## src/design/itc_cfg.svh

```systemverilog
`ifndef ITC_CFG_SVH
`define ITC_CFG_SVH

// register offsets, 7-bit serial address
`define ITC_OFS_ALERT_SEL 7'h0A
`define ITC_OFS_CONV_CFG  7'h0C
`define ITC_OFS_UL_LOW    7'h16
`define ITC_OFS_UL_HIGH   7'h17
`define ITC_OFS_LL_LOW    7'h18
`define ITC_OFS_LL_HIGH   7'h19
`define ITC_OFS_STATUS    7'h20

// reset and clear values
`define ITC_RST_BYTE      8'h00
`define ITC_CLEAR_BYTE    8'h00

// field positions
`define ITC_AMP_OVR_BIT   0
`define ITC_BAND_BIT      2
`define ITC_OVER_BIT      3
`define ITC_FUNC_MSB      5

// alert function patterns
`define ITC_FUNC_HYST     6'h10
`define ITC_FUNC_LATCH    6'h08

// serial frame: 8 command bits then 8 data bits
`define ITC_CMD_BITS      5'h08
`define ITC_FRAME_BITS    5'h10

`endif

```

## src/design/itc_pkg.sv

```systemverilog
package itc_pkg;

  typedef struct packed {
    logic       wr;
    logic       rd;
    logic [6:0] addr;
    logic [7:0] wdata;
  } itc_req_t;

  typedef struct packed {
    logic       cs_s1;
    logic       cs_s2;
    logic       sck_s1;
    logic       sck_s2;
    logic       sck_s3;
    logic       sdi_s1;
    logic       sdi_s2;
    logic [4:0] cnt;
    logic [15:0] shin;
    logic [7:0] shout;
    logic       rd_frame;
    itc_req_t   req;
    logic       sdo;
    logic       sdo_oe;
  } itc_spi_st_t;

  typedef struct packed {
    logic [7:0] conv_cfg;
    logic [7:0] alert_sel;
    logic [7:0] ul_low_shadow;
    logic [7:0] ul_low_cmt;
    logic [7:0] ul_high;
    logic [7:0] ll_low_shadow;
    logic [7:0] ll_low_cmt;
    logic [7:0] ll_high;
    logic       over_n;
    logic       band;
    logic [7:0] rd_data;
    logic       amp_s1;
    logic       amp_s2;
    logic       conv_en;
    logic       alert_n;
  } itc_bank_st_t;

endpackage

```

## src/design/itc_threshold_bank.sv

```systemverilog
`timescale 1ns/1ps
`default_nettype none
`include "itc_cfg.svh"

module itc_threshold_bank (
  // clock and reset
  input  wire logic        SYS_CLK,
  input  wire logic        RST_N,
  // serial register port
  input  wire logic        SPI_CS_N,
  input  wire logic        SPI_SCLK,
  input  wire logic        SPI_SDI,
  output var  logic        SPI_SDO,
  output var  logic        SPI_SDO_OE,
  // conversion core
  input  wire logic        CONV_VALID,
  input  wire logic [15:0] CONV_RESULT,
  input  wire logic        AMP_REGULATED,
  output var  logic        CONV_ENABLE,
  // alert
  output var  logic        ALERT_N
);

  itc_pkg::itc_bank_st_t q;
  itc_pkg::itc_bank_st_t d;
  itc_pkg::itc_req_t     req;

  logic [15:0] upper_limit;
  logic [15:0] lower_limit;
  logic [5:0]  func;

  function automatic logic [15:0] join_limit(input logic [7:0] hi, input logic [7:0] lo);
    join_limit = {hi, lo};
  endfunction

  function automatic logic [7:0] status_byte(input logic over_n, input logic band);
    status_byte = `ITC_RST_BYTE;
    status_byte[`ITC_OVER_BIT] = over_n;
    status_byte[`ITC_BAND_BIT] = band;
  endfunction

  function automatic logic [7:0] read_mux(input itc_pkg::itc_bank_st_t s, input logic [6:0] a);
    unique case (a)
      `ITC_OFS_ALERT_SEL: read_mux = s.alert_sel;
      `ITC_OFS_CONV_CFG:  read_mux = s.conv_cfg;
      `ITC_OFS_UL_LOW:    read_mux = s.ul_low_shadow;
      `ITC_OFS_UL_HIGH:   read_mux = s.ul_high;
      `ITC_OFS_LL_LOW:    read_mux = s.ll_low_shadow;
      `ITC_OFS_LL_HIGH:   read_mux = s.ll_high;
      `ITC_OFS_STATUS:    read_mux = status_byte(s.over_n, s.band);
      default:            read_mux = `ITC_RST_BYTE;
    endcase
  endfunction

  itc_spi_slave u_spi (
    .clk      (SYS_CLK),
    .rst_n    (RST_N),
    .cs_n_pin (SPI_CS_N),
    .sclk_pin (SPI_SCLK),
    .sdi_pin  (SPI_SDI),
    .sdo      (SPI_SDO),
    .sdo_oe   (SPI_SDO_OE),
    .req      (req),
    .rd_data  (q.rd_data)
  );

  // compares always use committed bytes, never the shadow
  assign upper_limit = join_limit(q.ul_high, q.ul_low_cmt);
  assign lower_limit = join_limit(q.ll_high, q.ll_low_cmt);
  assign func = q.alert_sel[`ITC_FUNC_MSB:0];

  always_comb begin
    d = q;
    d.amp_s1 = AMP_REGULATED;
    d.amp_s2 = q.amp_s1;
    if (req.rd) begin
      d.rd_data = read_mux(q, req.addr);
    end
    // writes land at any time; conversions are never held off
    if (req.wr) begin
      unique case (req.addr)
        `ITC_OFS_ALERT_SEL: begin
          d.alert_sel = req.wdata;
          if (req.wdata == `ITC_CLEAR_BYTE) begin
            d.over_n = 1'b1;
          end
        end
        `ITC_OFS_CONV_CFG: d.conv_cfg = req.wdata;
        `ITC_OFS_UL_LOW:   d.ul_low_shadow = req.wdata;
        `ITC_OFS_UL_HIGH: begin
          d.ul_high = req.wdata;
          d.ul_low_cmt = q.ul_low_shadow;
        end
        `ITC_OFS_LL_LOW:   d.ll_low_shadow = req.wdata;
        `ITC_OFS_LL_HIGH: begin
          d.ll_high = req.wdata;
          d.ll_low_cmt = q.ll_low_shadow;
        end
        default: ;
      endcase
    end
    // a new result beats a same-cycle clear, so no event is lost
    if (CONV_VALID) begin
      if (CONV_RESULT > upper_limit) begin
        d.over_n = 1'b0;
        d.band = 1'b0;
      end
      if (CONV_RESULT < lower_limit) begin
        d.band = 1'b1;
      end
    end
    d.conv_en = q.conv_cfg[`ITC_AMP_OVR_BIT] | q.amp_s2;
    if (func == `ITC_FUNC_HYST) begin
      d.alert_n = ~q.band;
    end else if (func == `ITC_FUNC_LATCH) begin
      d.alert_n = q.over_n;
    end else begin
      d.alert_n = 1'b1;
    end
  end

  always_ff @(posedge SYS_CLK) begin
    if (!RST_N) begin
      q <= '0;
      q.alert_n <= 1'b1;
    end else begin
      q <= d;
    end
  end

  assign CONV_ENABLE = q.conv_en;
  assign ALERT_N = q.alert_n;

endmodule
`default_nettype wire

```

## src/design/itc_spi_slave.sv

```systemverilog
`timescale 1ns/1ps
`default_nettype none
`include "itc_cfg.svh"

module itc_spi_slave (
  // clock and reset
  input  wire logic            clk,
  input  wire logic            rst_n,
  // serial pins
  input  wire logic            cs_n_pin,
  input  wire logic            sclk_pin,
  input  wire logic            sdi_pin,
  output var  logic            sdo,
  output var  logic            sdo_oe,
  // register side
  output var  itc_pkg::itc_req_t req,
  input  wire logic [7:0]      rd_data
);

  itc_pkg::itc_spi_st_t q;
  itc_pkg::itc_spi_st_t d;

  logic rise;
  logic fall;
  logic [15:0] shifted;

  always_comb begin
    d = q;
    d.req.wr = 1'b0;
    d.req.rd = 1'b0;
    d.cs_s1 = cs_n_pin;
    d.cs_s2 = q.cs_s1;
    d.sck_s1 = sclk_pin;
    d.sck_s2 = q.sck_s1;
    d.sck_s3 = q.sck_s2;
    d.sdi_s1 = sdi_pin;
    d.sdi_s2 = q.sdi_s1;
    rise = q.sck_s2 & ~q.sck_s3;
    fall = ~q.sck_s2 & q.sck_s3;
    shifted = {q.shin[14:0], q.sdi_s2};
    if (q.cs_s2) begin
      // frame aborted or idle: drop partial command
      d.cnt = 5'h00;
      d.rd_frame = 1'b0;
      d.sdo = 1'b0;
      d.sdo_oe = 1'b0;
    end else begin
      d.sdo_oe = 1'b1;
      if (rise && q.cnt < `ITC_FRAME_BITS) begin
        d.shin = shifted;
        d.cnt = q.cnt + 5'h01;
        if (q.cnt == `ITC_CMD_BITS - 5'h01) begin
          d.rd_frame = shifted[7];
          d.req.addr = shifted[6:0];
          d.req.rd = shifted[7];
        end
        if (q.cnt == `ITC_FRAME_BITS - 5'h01 && !q.rd_frame) begin
          d.req.addr = shifted[14:8];
          d.req.wdata = shifted[7:0];
          d.req.wr = 1'b1;
        end
      end
      // data out changes on the falling edge, ahead of the next sample
      if (fall && q.rd_frame) begin
        if (q.cnt == `ITC_CMD_BITS) begin
          d.sdo = rd_data[7];
          d.shout = {rd_data[6:0], 1'b0};
        end else if (q.cnt > `ITC_CMD_BITS && q.cnt < `ITC_FRAME_BITS) begin
          d.sdo = q.shout[7];
          d.shout = {q.shout[6:0], 1'b0};
        end
      end
    end
  end

  always_ff @(posedge clk) begin
    if (!rst_n) begin
      q <= '0;
      q.cs_s1 <= 1'b1;
      q.cs_s2 <= 1'b1;
    end else begin
      q <= d;
    end
  end

  assign req = q.req;
  assign sdo = q.sdo;
  assign sdo_oe = q.sdo_oe;

endmodule
`default_nettype wire

```

## config.mk

```make
export PLATFORM = sky130hd
export DESIGN_NAME = itc_threshold_bank
export DESIGN_NICKNAME = d
export VERILOG_FILES = /design/src/design/itc_pkg.sv /design/src/design/itc_threshold_bank.sv /design/src/design/itc_spi_slave.sv
export VERILOG_INCLUDE_DIRS = /design/src /design/src/design
export SDC_FILE = /design/constraint.sdc
export NUM_CORES = 1
export LEC_CHECK = 0
export BUFFER_PORTS_ARGS = -buffer_cell sky130_fd_sc_hd__buf_2
export CAP_MARGIN = 20
export CORE_ASPECT_RATIO = 0.6
export CORE_UTILIZATION = 35
export DETAILED_ROUTE_END_ITERATION = 8
export MAX_ROUTING_LAYER = met4
export PLACE_DENSITY_LB_ADDON = 0.2
export SYNTH_ARGS = -nofsm -noshare
export SYNTH_HDL_FRONTEND = slang
export SYNTH_HIERARCHICAL = 1
export SYNTH_SLANG_ARGS = --single-unit
```

## constraint.sdc

```tcl
create_clock -name SYS_CLK -period 4.37 [get_ports SYS_CLK]
set_input_delay 0.6555 -clock SYS_CLK [delete_from_list [all_inputs] [get_ports SYS_CLK]]
set_output_delay 0.6555 -clock SYS_CLK [all_outputs]
set_load 0.05 [all_outputs]
```

-- Yosys cells after proc, flatten, opt, wreduce, memory -nomap -nowiden
Index checks and enable logic that the tools add are counted.
- word-level logic and storage cells: 101
- register bits: 132
- bits of input ports: 23
- reduce and logical (&&, ||, !) cells: 25
- equality and inequality tests: 12
- bitwise gates (word level): 10
- magnitude comparators: 4
- mux-type cells: 17
- add/subtract/negate cells: 1
- operators with widths (operator ; number):
    8-bit case mux with 7 select lines ; 1
    7-bit by 5-bit == test with 1-bit output (second input constant) ; 4
    2-bit AND reduction ; 10
    16-bit greater-than comparator ; 1
    16-bit less-than comparator ; 1
    8-bit two-way mux ; 2
    15-bit two-way mux ; 1
    7-bit by 4-bit == test with 1-bit output (second input constant) ; 2
    5-bit by 4-bit == test with 1-bit output (second input constant) ; 2
    1-bit two-way mux ; 10
    3-bit AND reduction ; 3
    8-bit zero test ; 1
    7-bit by 6-bit == test with 1-bit output (second input constant) ; 1
    7-bit two-way mux ; 1
    1-bit NOT ; 7
    6-bit by 4-bit == test with 1-bit output (second input constant) ; 1
    6-bit by 5-bit == test with 1-bit output (second input constant) ; 1
    2-bit nonzero test ; 3
    5-bit by 1-bit adder with 5-bit output (second input constant) ; 1
    5-bit by 3-bit == test with 1-bit output (second input constant) ; 1
    5-bit by 4-bit greater-than comparator with 1-bit output (second input constant) ; 1
    5-bit less-than comparator (second input constant) ; 1
    1-bit logical AND ; 4
    2-bit two-way mux ; 2
    other kinds (6) ; 7

-- Logic depth before layout (Yosys ltp)
Gate-level depths: netlist of run 1.
- depth after elaboration: 7
- gate-level depth with buffers: 9

-- Modules after synthesis
Netlist of run 1, hierarchy kept.
- by module, submodules not included (module ; cells an instance ; area an instance (µm²) ; times used):
    itc_threshold_bank ; 463 ; 4221.5 ; 1
    itc_spi_slave ; 240 ; 2225.9 ; 1

-- Worst setup path after synthesis of run 1
Ideal clock, no wire load.
- path kind: input to register
- start: in CONV_RESULT[14]
- end: reg, netlist name q[12]
- library setup time: 0.070 ns
- setup slack: 2.248 ns
- arrival time: 2.052 ns
- path buffers: 0
- required time: 4.300 ns
- stages on the path: 6
- cell sequence: ha_1 > a21oi_1 > a21boi_1 > or4b_1 > o31a_1 > o2bb2ai_1
- RTL lines (what ; RTL line ; text):
    start, declared ; itc_threshold_bank.sv:17 ; input wire logic [15:0] CONV_RESULT,

-- Final worst setup path of run 1
- start: reg u_spi/q[44] (netlist bit)
- end: reg u_spi.q, in the netlist u_spi/req[7]
- longest elaborated chain between the ends: 3
- RTL lines (what ; RTL line ; text):
    start, declared ; itc_spi_slave.sv:20 ; itc_pkg::itc_spi_st_t q;
    5-bit less-than comparator (no source line) or 5-bit by 4-bit == test with 1-bit output (tied branches) ; -- ;
    1-bit logical AND, on equally long branches ; -- ;
    3-bit AND reduction (no source line) (*) ; -- ;
Mark *: on every way between the ends. The rest lies on a longest branch, timed or not.
A chain may end at the register's enable or synchronous reset.

==> results of run 1 <==
[synthesized netlist by cell type (5+ instances only)]
| library cell | n |
|---|---|
| sky130_fd_sc_hd__inv_1 | 38 |
| sky130_fd_sc_hd__o211a_1 | 7 |
| sky130_fd_sc_hd__buf_4 | 17 |
| sky130_fd_sc_hd__nor2_1 | 17 |
| sky130_fd_sc_hd__ha_1 | 34 |
| sky130_fd_sc_hd__nor2b_1 | 48 |
| sky130_fd_sc_hd__a221oi_1 | 7 |
| sky130_fd_sc_hd__clkbuf_1 | 20 |
| sky130_fd_sc_hd__a31oi_1 | 8 |
| sky130_fd_sc_hd__nand2_1 | 82 |
| sky130_fd_sc_hd__buf_2 | 14 |
| sky130_fd_sc_hd__a2bb2oi_1 | 5 |
| sky130_fd_sc_hd__a32oi_1 | 5 |
| sky130_fd_sc_hd__a21boi_0 | 36 |
| sky130_fd_sc_hd__nand3_1 | 34 |
| sky130_fd_sc_hd__mux2i_1 | 60 |
| sky130_fd_sc_hd__nand2b_1 | 7 |
| sky130_fd_sc_hd__dfxtp_1 | 131 |
| sky130_fd_sc_hd__a21oi_1 | 17 |
| sky130_fd_sc_hd__and2_1 | 7 |
| sky130_fd_sc_hd__o21ai_0 | 25 |
[power by group]
| part | total, W | internal (W) | switching (W) |
|---|---|---|---|
| Sequential | 0.00120 | 0.00120 | 0.00000343 |
| Clock | 0.00135 | 0.000743 | 0.000604 |
| Combinational | 0.0000891 | 0.0000395 | 0.0000495 |
| Total | 0.00264 | 0.00198 | 0.000657 |
[worst paths after layout]
check / start / to / slack, ns
worst max-delay path: u_spi/q[44] / u_spi/req[7] / 1.89
worst min-delay path: u_spi/d[54] / u_spi/q[54] / 0.42
worst max register to register: u_spi/q[44] / u_spi/req[7] / 1.89
worst min register to register: u_spi/d[54] / u_spi/q[54] / 0.42
[cell usage in the layout, fill, tap and decap left out, types with 4 or more instances in the layout]
cell                         count
sky130_fd_sc_hd__and2_1          7
sky130_fd_sc_hd__buf_2          25
sky130_fd_sc_hd__inv_1          38
sky130_fd_sc_hd__a31oi_1         8
sky130_fd_sc_hd__a221oi_1        7
sky130_fd_sc_hd__nand3_1        34
sky130_fd_sc_hd__nand2_1        82
sky130_fd_sc_hd__nor4_1          4
sky130_fd_sc_hd__clkbuf_16      17
sky130_fd_sc_hd__a32oi_1         5
sky130_fd_sc_hd__a21boi_1        4
sky130_fd_sc_hd__clkinvlp_4      4
sky130_fd_sc_hd__nand2b_1        7
sky130_fd_sc_hd__a2bb2oi_1       5
sky130_fd_sc_hd__mux2i_1        60
sky130_fd_sc_hd__buf_4           5
sky130_fd_sc_hd__nor2_1         17
sky130_fd_sc_hd__ha_1           34
sky130_fd_sc_hd__o211a_1         7
sky130_fd_sc_hd__nand4_1         4
sky130_fd_sc_hd__dfxtp_1       131
sky130_fd_sc_hd__nor2b_1        48
sky130_fd_sc_hd__inv_6           5
sky130_fd_sc_hd__o21ai_0        25
sky130_fd_sc_hd__a21oi_1        17
sky130_fd_sc_hd__a21boi_0       36
[worst reg2reg max path, delay by kind of cell, from the launching register on]
family	cells	cell delay [ns]
simple gates	4	1.50
flops	1	0.39
fa+ha+maj	2	0.35
compound gates	1	0.10
[cell families after synthesis]
family                   share of synthesized area [%]
flip-flops                                       40.68
multiplexers                                     9.315
adder cells (fa/ha/maj)                          6.598
AND/OR/NAND/NOR                                  20.53
XOR/XNOR                                        0.4076
AO/OA/AOI/OAI                                    15.51
buffers and inverters                            6.967
[metal layers]
layer / track usage, % / wire, um / share of wire (%) / up-vias
met1: 28.83 / 9056 / 54 / 2402
met2: 25.86 / 6614 / 40 / 100
met4: 6.404 / 193 / 1.2 / 0
li1: - / - / - / 2449
met3: 3.972 / 794 / 4.8 / 14
met5: - / 0 / 0 / -
[sequential cells by signal, indices dropped and copies added, names as in the netlist, 4 cells and up]
register,cells
lower_limit,16
q,53
func,6
u_spi/d,4
u_spi/req,17
u_spi/q,30
[cell type report]
cell class                      instances  area share [%]
Multi-Input combinational cell        480           47.12
Sequential cell                       131           36.54
Clock buffer                           18           5.980
Tap cell                              240           4.184
Timing Repair Buffer                   32           2.476
Inverter                               38           1.987
Clock inverter                         14           1.709
[stage by stage]
step / hold slack [ns] / worst slack [ns] / utilization (%) / total power [W] / std cells
finish: 0.4188 / 1.894 / 39.72 / 0.002638 / 953
global placement: 0.3960 / 1.981 / 36.59 / 0.001315 / 919
CTS: 0.4119 / 1.886 / 39.64 / 0.002662 / 951
detailed placement: 0.4069 / 1.927 / 36.59 / 0.001318 / 919
global route: 0.4161 / 1.625 / 39.72 / 0.002738 / 953
floorplan: 0.3863 / 2.248 / - / 0.001285 / 703
==> summary.txt, run 1 <==
Routing
  • Post-DR vias/cell: 5.210
  • Number of DRC markers in iteration 0: 511
  • Wirelength per Cell: 17.48 um
  • Number of remaining DRC errors: 0
  • Number of iterations in the first detailed-routing pass: 5
  • Total routed wirelength: 16660 um
  • Routed via count: 4965
  • Post-detailed-route count of antenna-violating nets: 0

Placed design
  • Area of placed instances: 6610 um^2
  • Post-detail-place hpwl: 11960 um
  • Final estimated routing congestion in global placement: 0.8741
  • Port bufs: 26

Synth
  • Syn Inst Count: 703
  • Fraction of synthesized cell area taken by the top area cell type: 40.68%
  • Net count after synthesis: 760
  • Synthesized area divided by synthesized cell count: 9.171 um^2
  • Flip-flop and latch count after synthesis: 131
  • Area of the mapped netlist: 6447 um^2
  • Count of distinct cell types in the synthesized netlist: 68
  • Number of enable-type register cells in the synthesized netlist: 0
  • Share of synthesized flip-flops with an asynchronous set or reset: 0%
  • Dominant synthesized flop cell: sky130_fd_sc_hd__dfxtp_1
  • Post-synthesis sequential area ratio: 40.68%
  • Biggest area contributors in the synthesized netlist: sky130_fd_sc_hd__dfxtp_1, sky130_fd_sc_hd__mux2i_1, sky130_fd_sc_hd__ha_1, sky130_fd_sc_hd__nand2_1, sky130_fd_sc_hd__nor2b_1
  • Yosys synthesis warning count: 6
  • Largest area contributor in the netlist: sky130_fd_sc_hd__dfxtp_1

Layout
  • Layout overhead on the synthesized area: 11.31%
  • Post-route design area: 7177 um^2
  • Fraction of final layout cells with drive strength greater than 1: 10.52%
  • Nets@finish: 757
  • Filler cells: 1790
  • Multi-input logic area: 3382 um^2
  • Number of antenna cells inserted: 0
  • Total area of sequential cells: 2623 um^2

Worst hold path
  • Path category of the worst min-delay check: register to register
  • Cell count of the worst hold path: 1

Setup path
  • Count of buffering cells on the critical path with inverters included: 0
  • Largest fanout on the critical path: 16
  • Reg2Reg Depth: 7
  • Cell-by-cell listing of the critical path: ha_1 -> and3_1 -> ha_1 -> nor2b_1 -> nand2_2 -> nand3_1 -> o21ai_0
  • Slowest stage cell, crit path: sky130_fd_sc_hd__nor2b_1
  • Number of logic stages on the critical path including buffering: 7
  • Type of the worst setup path: register to register
  • Most frequent cell on the critical path: sky130_fd_sc_hd__ha_1
  • Worst EP arrival: 2.77 ns
  • CP peak stage delay: 0.78 ns
  • Critical path launch point type: register
  • Worst path top cell family by delay: simple AND/OR/NAND/NOR gates
  • Critical path endpoint category: register
  • CP Data Required Time: 4.66 ns

STA
  • Number of hold-slack violations in the final timing report: 0
  • Crit path time final: 2.476 ns
  • Final slew viol count: 0
  • Unrepaired setup endpoints after global routing: no
  • Setup tns final: 0 ns
  • Worst max-slew margin expressed relative to the limit: 33.00%
  • Number of setup violations in the final report: 0
  • Period utilisation layout: 56.65%
  • Clock Skews: 0.01173 ns
  • Transition at the pin with the smallest max-transition slack: 1.005 ns
  • Maximum achievable frequency: 403.9 MHz

Floorplan
  • I/O pin cnt: 27
  • Area enclosed by the die boundary: 18990 um^2
  • Initial Utilization: 35.69%
  • Number of placement rows: 38
  • Chip Height: 107.1 um
  • Area of the core: 18070 um^2
  • Die extent in x: 177.2 um

Clock tree
  • Post-CTS setup buffers: 0
  • Cell chosen for the clock root: sky130_fd_sc_hd__clkbuf_16
  • Clock insertion delay at the later pin of the skew report: 0.43 ns
  • Clock transition at the registers of the reported paths: 0.07 ns
  • CTS Sinks: 131
  • Hold-fix buffer count after cts: 0
  • Post-cts sizing count: 0
  • H-tree depth: 4
  • Maximum buffer depth of the clock tree: 2
  • Number of CTS-inserted buffers: 17
  • Clock tree from TritonCTS: built

Job
  • Max-cap violations: 0

Outcome
  • Status: finished, final reports clean

Global routing
  • Number of antenna violations at the first check in global routing: 0
  • Wire length of the first global-routing pass: 27170 um
  • Maximum number of pins on one net before global-route repair: 76
  • Total congestion overflow after global routing: 0
  • Via count of the first global-routing pass: 4947
  • Total global routing track utilization: 19.53%

Pwr
  • Ratio of total power to cell area: 367.6 nW/um^2
  • Maximum resistive drop on vdd: 0.2667 mV
  • Cell leakage power: 2.748 nW
(Power assumes the default switching activity.)
==> run 2: changes to the inputs <==
==> constraint.sdc (replaced) <==
create_clock -name SYS_CLK -period 2.2 [get_ports SYS_CLK]
set_input_delay 0.33 -clock SYS_CLK [delete_from_list [all_inputs] [get_ports SYS_CLK]]
set_output_delay 0.33 -clock SYS_CLK [all_outputs]
set_load 0.05 [all_outputs]
==> run 2 against run 1 <==
Against the previous run:
- the flow now finishes with violations (design-rule violations)
- largest power group unchanged
- sequential power grew 99%
- highest routed layer unchanged
- critical path type unchanged
- utilization grew 1.0 points
- worst setup slack lost 1.7 ns
- count of clock-buffer cells in the layout shrank 1
- power grew 110%
==> summary.txt, run 2 (same netlist as run 1, synthesis figures left out) <==
Routing
  • Post-detailed-route count of antenna-violating nets: 0 (unchanged)
  • Total routed wirelength: 16910 um (+1.5%)
  • Routed via count: 5082 (+2.4%)
  • Number of iterations in the first detailed-routing pass: 7 (+2)
  • Highest layer used for signal routing: met4
  • Routed metal-1 wirelength: 8847 um (-2.3%)
  • Wirelength per Cell: 17.41 um (-0.39%)
  • Number of remaining DRC errors: 1 (+1)
  • Routed met2 length: 6595 um (-0.29%)
  • Post-DR vias/cell: 5.234 (+0.46%)
  • Length of routed met3 wiring: 1258 um (+58%)
  • Number of DRC markers in iteration 0: 416 (-19%)

Clock tree
  • Maximum buffer depth of the clock tree: 2 (unchanged)
  • Clock transition at the registers of the reported paths: 0.06 ns (about the same)
  • Post-cts sizing count: 0 (unchanged)
  • Hold-fix buffer count after cts: 0 (unchanged)
  • Clock insertion delay at the later pin of the skew report: 0.42 ns (about the same)
  • H-tree depth: 4 (unchanged)
  • Clock tree from TritonCTS: built
  • CTS Sinks: 131 (unchanged)
  • Number of CTS-inserted buffers: 17 (unchanged)
  • Post-CTS setup buffers: 0 (unchanged)
  • Cell chosen for the clock root: sky130_fd_sc_hd__clkbuf_16

Global routing
  • Via count of the first global-routing pass: 4818 (-2.6%)
  • Total global routing track utilization: 19.18% (-0.35 points)
  • Number of antenna violations at the first check in global routing: 1 (+1)
  • Wire length of the first global-routing pass: 26630 um (-2.0%)
  • Total congestion overflow after global routing: 0 (unchanged)
  • Maximum number of pins on one net before global-route repair: 68 (-11%)

Placed design
  • Post-detail-place hpwl: 12590 um (+5.3%)
  • Port bufs: 26 (unchanged)
  • Final estimated routing congestion in global placement: 0.8852 (+1.3%)
  • # placed instances: 939 (+2.2%)

STA
  • Clock Skews: 0.007852 ns (-0.003882 ns)
  • Final slew viol count: 0 (unchanged)
  • Maximum achievable frequency: 498.8 MHz (+23%)
  • Unrepaired setup endpoints after global routing: no
  • Worst Hold Slack: 0.1071 ns (-0.3117 ns)
  • Worst max-slew margin expressed relative to the limit: 57.72% (+25 points)
  • Transition at the pin with the smallest max-transition slack: 0.6253 ns (-0.3796 ns)
  • Number of hold-slack violations in the final timing report: 0 (unchanged)
  • Setup tns final: 0 ns (unchanged)
  • Period utilisation layout: 91.14% (+34 points)
  • Number of setup violations in the final report: 0 (unchanged)
  • Crit path time final: 2.005 ns (-0.4707 ns)

Setup path
  • Reg2Reg Depth: 7 (unchanged)
  • Largest fanout on the critical path: 3 (-13)
  • R2R Setup Slk: 0.20 ns (-1.70 ns)
  • Worst EP arrival: 2.36 ns (-0.41 ns)
  • CP Data Required Time: 2.56 ns (-2.10 ns)
  • Endpoint of the lowest-slack register-to-register path: q[12]
  • Start of the worst register-to-register path: q[44]
  • Type of the worst setup path: register to register
  • Launch point of the worst path: q[44]
  • Critical path launch point type: register
  • Critical path endpoint category: register
  • Critical Path Sink: q[12]

Worst hold path
  • Cell count of the worst hold path: 2 (+1)
  • Path category of the worst min-delay check: primary input to register

Layout
  • Flip-flop count of the largest register after layout: 53 (unchanged)
  • Most used cells in the layout excluding fill and tap cells: sky130_fd_sc_hd__dfxtp_1, sky130_fd_sc_hd__nand2_1, sky130_fd_sc_hd__mux2i_1
  • Largest register by flop count: q
  • Layout overhead on the synthesized area: 14.22%
  • Most common cell after layout, fill and taps aside: sky130_fd_sc_hd__dfxtp_1
  • Number of standard cells in the final layout excluding fillers: 971 (+1.9%)
  • Fraction of final layout cells with drive strength greater than 1: 12.74% (+2.2 points)
  • Nets@finish: 775 (+2.4%)
  • Filler cells: 1801 (+0.61%)

Pwr
  • Post-layout total power: 0.005492 W (+110%)
  • Cell leakage power: 2.875 nW (+4.6%)
  • Maximum resistive drop on vdd: 0.4983 mV (+87%)
  • Ratio of total power to cell area: 745.7 nW/um^2 (+100%)

Floorplan
  • Area of the core: 18070 um^2 (unchanged)
  • Initial Utilization: 35.69% (unchanged)
  • Chip Height: 107.1 um (unchanged)
  • Area enclosed by the die boundary: 18990 um^2 (unchanged)
  • I/O pin cnt: 27 (unchanged)
  • Number of placement rows: 38 (unchanged)
  • Die extent in x: 177.2 um (unchanged)

Outcome
  • Failing checks: design-rule violations
  • Status: finished with violations

Job
  • Max-cap violations: 0 (unchanged)
run 2: final cells by class:
type	count	area, um^2	share of cell area (%)
Tap cell	240	300.3	4.077
Clock inverter	14	176.4	2.396
Clock buffer	17	425.4	5.776
Antenna cell	1	2.502	0.03398
Sequential cell	131	2623	35.61
Multi-Input combinational cell	480	3382	45.92
Timing Repair Buffer	50	312.8	4.247
Inverter	38	142.6	1.937
run 2: how the worst min path moves through the flow:
stage	to	startpoint	slack, ns
6_report	u_spi/d[54]	SPI_CS_N	0.11
5_1_grt	u_spi/d[49]	SPI_SDI	0.10
3_5_place_dp	u_spi/q[54]	u_spi/d[54]	0.40
4_1_cts	u_spi/d[54]	SPI_CS_N	0.1
2_1_floorplan	u_spi/q[54]	u_spi/d[54]	0.39
3_3_place_gp	u_spi/q[54]	u_spi/d[54]	0.39
run 2: power breakdown:
part           switching (W)  total [W]  leakage [nW]  internal, W
registers         0.00000738    0.00239          1.06      0.00238
clock network        0.00113    0.00292         0.291      0.00179
logic              0.0000983   0.000181          1.53    0.0000825
total                0.00124    0.00549          2.87      0.00426
run 2: per-layer routing:
metal / vias up / global-route usage (%)
met4: 0 / 6.466
met1: 2438 / 27.54
met3: 17 / 5.816
met5: - / -
li1: 2487 / -
met2: 140 / 24.80
run 2: per-stage QoR:
step | util [%] | instance area (um^2) | setup WS, ns
global placement | 37.42 | 6760 | 0.1820
detailed placement | 37.42 | 6760 | 0.1783
finish | 40.76 | 7365 | 0.1950
global route | 40.76 | 7365 | 0.1121
CTS | 40.75 | 7362 | 0.2074
floorplan | - | 6447 | 0.3381
run 2: critical path, stage by stage, from the launching register on:
cell and delay [ns]:
sky130_fd_sc_hd__dfxtp_1 0.35, sky130_fd_sc_hd__inv_1 0.06, sky130_fd_sc_hd__ha_1 0.31, sky130_fd_sc_hd__a21oi_1 0.15
sky130_fd_sc_hd__a21boi_1 0.08, sky130_fd_sc_hd__or4b_1 0.55, sky130_fd_sc_hd__o31a_1 0.32, sky130_fd_sc_hd__o2bb2ai_1 0.13
==> run 3: changes to the inputs <==
--- a/config.mk
+++ b/config.mk
@@ -9,10 +9,11 @@
 export BUFFER_PORTS_ARGS = -buffer_cell sky130_fd_sc_hd__buf_2
 export CAP_MARGIN = 20
 export CORE_ASPECT_RATIO = 0.6
-export CORE_UTILIZATION = 35
+export CORE_UTILIZATION = 45
 export DETAILED_ROUTE_END_ITERATION = 8
+export GPL_ROUTABILITY_DRIVEN = 0
 export MAX_ROUTING_LAYER = met4
-export PLACE_DENSITY_LB_ADDON = 0.2
+export PLACE_DENSITY_LB_ADDON = 0.25
 export SYNTH_ARGS = -nofsm -noshare
 export SYNTH_HDL_FRONTEND = slang
 export SYNTH_HIERARCHICAL = 1
==> run 3 against run 2 <==
Against the previous run:
- the run now ends clean
- clock power decreased by 9.6%
- non-clock buffer count decreased by 7
- critical path depth unchanged
- register-to-register slack improved by 0.02 ns
- combinational power decreased by 3%
- sequential power about the same
- worst setup slack improved by 0.021 ns
- utilization increased by 12 points
- wire length decreased by 5.5%
- power decreased by 5.3%
- critical endpoint unchanged
- largest power group unchanged
==> summary.txt, run 3 (same netlist as run 1, synthesis figures left out) <==
Clock tree
  • Clock tree from TritonCTS: built
  • Post-cts sizing count: 0 (unchanged)
  • Clock insertion delay at the later pin of the skew report: 0.41 ns (about the same)
  • Maximum buffer depth of the clock tree: 2 (unchanged)
  • CTS Sinks: 131 (unchanged)
  • Cell chosen for the clock root: sky130_fd_sc_hd__clkbuf_16
  • Number of CTS-inserted buffers: 17 (unchanged)
  • Post-CTS setup buffers: 0 (unchanged)
  • Clock transition at the registers of the reported paths: 0.06 ns (about the same)
  • H-tree depth: 4 (unchanged)
  • Hold-fix buffer count after cts: 0 (unchanged)

Pwr
  • Proportion of power drawn by the clock network: 50.7% (-2.5 points)
  • Cell leakage power: 2.821 nW (-1.9%)
  • P_int: 0.004056 W (-4.7%)
  • Switching power of the nets: 0.001147 W (-7.2%)
  • Share of total power in sequential cells: 45.9% (+2.4 points)
  • Net switching fraction of the power: 22.05% (-0.45 points)
  • Ratio of total power to cell area: 719.7 nW/um^2 (-3.5%)
  • Share of power burned in combinational logic: 3.4% (about the same)
  • Maximum resistive drop on vdd: 0.3880 mV (-22%)

Setup path
  • Type of the worst setup path: register to register
  • Critical path endpoint category: register
  • Largest fanout on the critical path: 3 (unchanged)
  • CP peak stage delay: 0.41 ns (-0.14 ns)
  • Worst path top cell family by delay: compound AO/OA/AOI/OAI gates
  • Worst EP arrival: 2.29 ns (-0.07 ns)
  • Slowest stage cell, crit path: sky130_fd_sc_hd__nor4_1
  • Cell-by-cell listing of the critical path: inv_1 -> ha_1 -> nand4_1 -> nor4_1 -> a21boi_0 -> o31a_1 -> o2bb2ai_1
  • CP Data Required Time: 2.51 ns (-0.05 ns)
  • Count of buffering cells on the critical path with inverters included: 1 (unchanged)
  • Reg2Reg Depth: 7 (unchanged)
  • Critical path launch point type: register
  • Number of logic stages on the critical path including buffering: 7 (unchanged)

Layout
  • Post-layout utilization of the core: 52.27% (+12 points)
  • Largest register by flop count: q
  • Filler cells: 1236 (-31%)
  • Number of antenna cells inserted: 0 (-1)
  • Flip-flop count of the largest register after layout: 53 (unchanged)
  • Layout overhead on the synthesized area: 12.13%
  • Most used cells in the layout excluding fill and tap cells: sky130_fd_sc_hd__dfxtp_1, sky130_fd_sc_hd__nand2_1, sky130_fd_sc_hd__mux2i_1
  • Most common cell after layout, fill and taps aside: sky130_fd_sc_hd__dfxtp_1
  • Nets@finish: 768 (-0.90%)
  • Number of standard cells in the final layout excluding fillers: 916 (-5.7%)
  • Fraction of final layout cells with drive strength greater than 1: 12.02% (-0.72 points)

Routing
  • Total routed wirelength: 15980 um (-5.5%)
  • Post-DR vias/cell: 5.553 (+6.1%)
  • Number of DRC markers in iteration 0: 376 (-9.6%)
  • Routed via count: 5087 (+0.098%)
  • Wirelength per Cell: 17.44 um (+0.19%)
  • Post-detailed-route count of antenna-violating nets: 0 (unchanged)
  • Number of iterations in the first detailed-routing pass: 5 (-2)
  • Number of remaining DRC errors: 0 (-1)

STA
  • Number of setup violations in the final report: 0 (unchanged)
  • Maximum achievable frequency: 504.1 MHz (+1.1%)
  • Setup tns final: 0 ns (unchanged)
  • Crit path time final: 1.984 ns (-0.02137 ns)
  • Final slew viol count: 0 (unchanged)
  • Transition at the pin with the smallest max-transition slack: 0.6570 ns (+0.03162 ns)
  • Worst max-slew margin expressed relative to the limit: 55.59% (-2.1 points)
  • Clock Skews: 0.009174 ns (+0.001322 ns)
  • Period utilisation layout: 90.16% (-0.97 points)
  • Number of hold-slack violations in the final timing report: 0 (unchanged)
  • Unrepaired setup endpoints after global routing: no

Placed design
  • Port bufs: 26 (unchanged)
  • # placed instances: 884 (-5.9%)
  • Post-detail-place hpwl: 11540 um (-8.3%)

Worst hold path
  • Cell count of the worst hold path: 2 (unchanged)
  • Path category of the worst min-delay check: primary input to register

Global routing
  • Wire length of the first global-routing pass: 25880 um (-2.8%)
  • Total global routing track utilization: 23.95% (+4.8 points)
  • Maximum number of pins on one net before global-route repair: 80 (+18%)
  • Total congestion overflow after global routing: 0 (unchanged)
  • Number of antenna violations at the first check in global routing: 0 (-1)
  • Via count of the first global-routing pass: 4831 (+0.27%)

Outcome
  • Status: finished, final reports clean

Floorplan
  • Number of placement rows: 33 (-13%)
  • Initial Utilization: 46.61% (+11 points)
  • Area enclosed by the die boundary: 14830 um^2 (-22%)
  • Die extent in x: 156.5 um (-12%)
  • Area of the core: 13830 um^2 (-23%)
  • Chip Height: 94.72 um (-12%)
  • I/O pin cnt: 27 (unchanged)

Job
  • Max-cap violations: 0 (unchanged)
-- run 3: cell count changes in the layout (fill, tap and decap cells not counted), sizes merged --
cell	previous run	this run
buf	50	43
diode	1	0
clkbuf	17	22
bufinv	3	0
clkinvlp	2	4
inv	43	39
clkinv	4	5
-- run 3: layer usage --
metal	GRT usage (%)	share of wire [%]	wire length [um]
met1	33.60	51	8123
met2	32.81	41	6491
met3	7.480	7.7	1230
met4	5.964	0.84	134
met5	-	0	0
-- run 3: final cells by class --
type | instances | area, um^2 | area share, %
Clock inverter | 10 | 75.07 | 1.038
Sequential cell | 131 | 2623 | 36.28
Tap cell | 192 | 240.2 | 3.323
Multi-Input combinational cell | 480 | 3382 | 46.78
Clock buffer | 22 | 494.2 | 6.836
Inverter | 38 | 142.6 | 1.973
Timing Repair Buffer | 43 | 272.8 | 3.773
-- run 3: worst paths after layout --
| kind | start | end | slack (ns) |
|---|---|---|---|
| min reg2reg | u_spi/d[54] | u_spi/q[54] | 0.42 |
| max | q[44] | q[12] | 0.22 |
| max reg2reg | q[44] | q[12] | 0.22 |
| min | SPI_CS_N | u_spi/d[54] | 0.11 |
-- run 3: worst reg2reg max path, stage by stage, from the launching register on --
cell	delay, ns
sky130_fd_sc_hd__dfxtp_1	0.36
sky130_fd_sc_hd__inv_1	0.06
sky130_fd_sc_hd__ha_1	0.31
sky130_fd_sc_hd__nand4_1	0.16
sky130_fd_sc_hd__nor4_1	0.41
sky130_fd_sc_hd__a21boi_0	0.30
sky130_fd_sc_hd__o31a_1	0.21
sky130_fd_sc_hd__o2bb2ai_1	0.07
-- run 3: stage by stage --
stage	hold slack [ns]	area [um^2]	power, W	setup WS (ns)
final	0.1052	7229	0.005203	0.2164
after global routing	0.09495	7229	0.005393	0.04324
after CTS	0.09629	7229	0.005246	0.2334
after detailed placement	0.4009	6660	0.002615	0.1762
after global placement	0.3910	6660	0.002607	0.1887
after floorplan	0.3863	6447	0.002552	0.3381
-- run 3: power by group through the flow --
stage	Sequential (W)	Clock, W	Combinational, W
after global placement	0.00244	0	0.000166
final	0.00239	0.00264	0.000176
after global routing	0.00239	0.00281	0.000197
after CTS	0.00239	0.00268	0.000176
after detailed placement	0.00244	0	0.000175
after floorplan	0.00244	0	0.000110
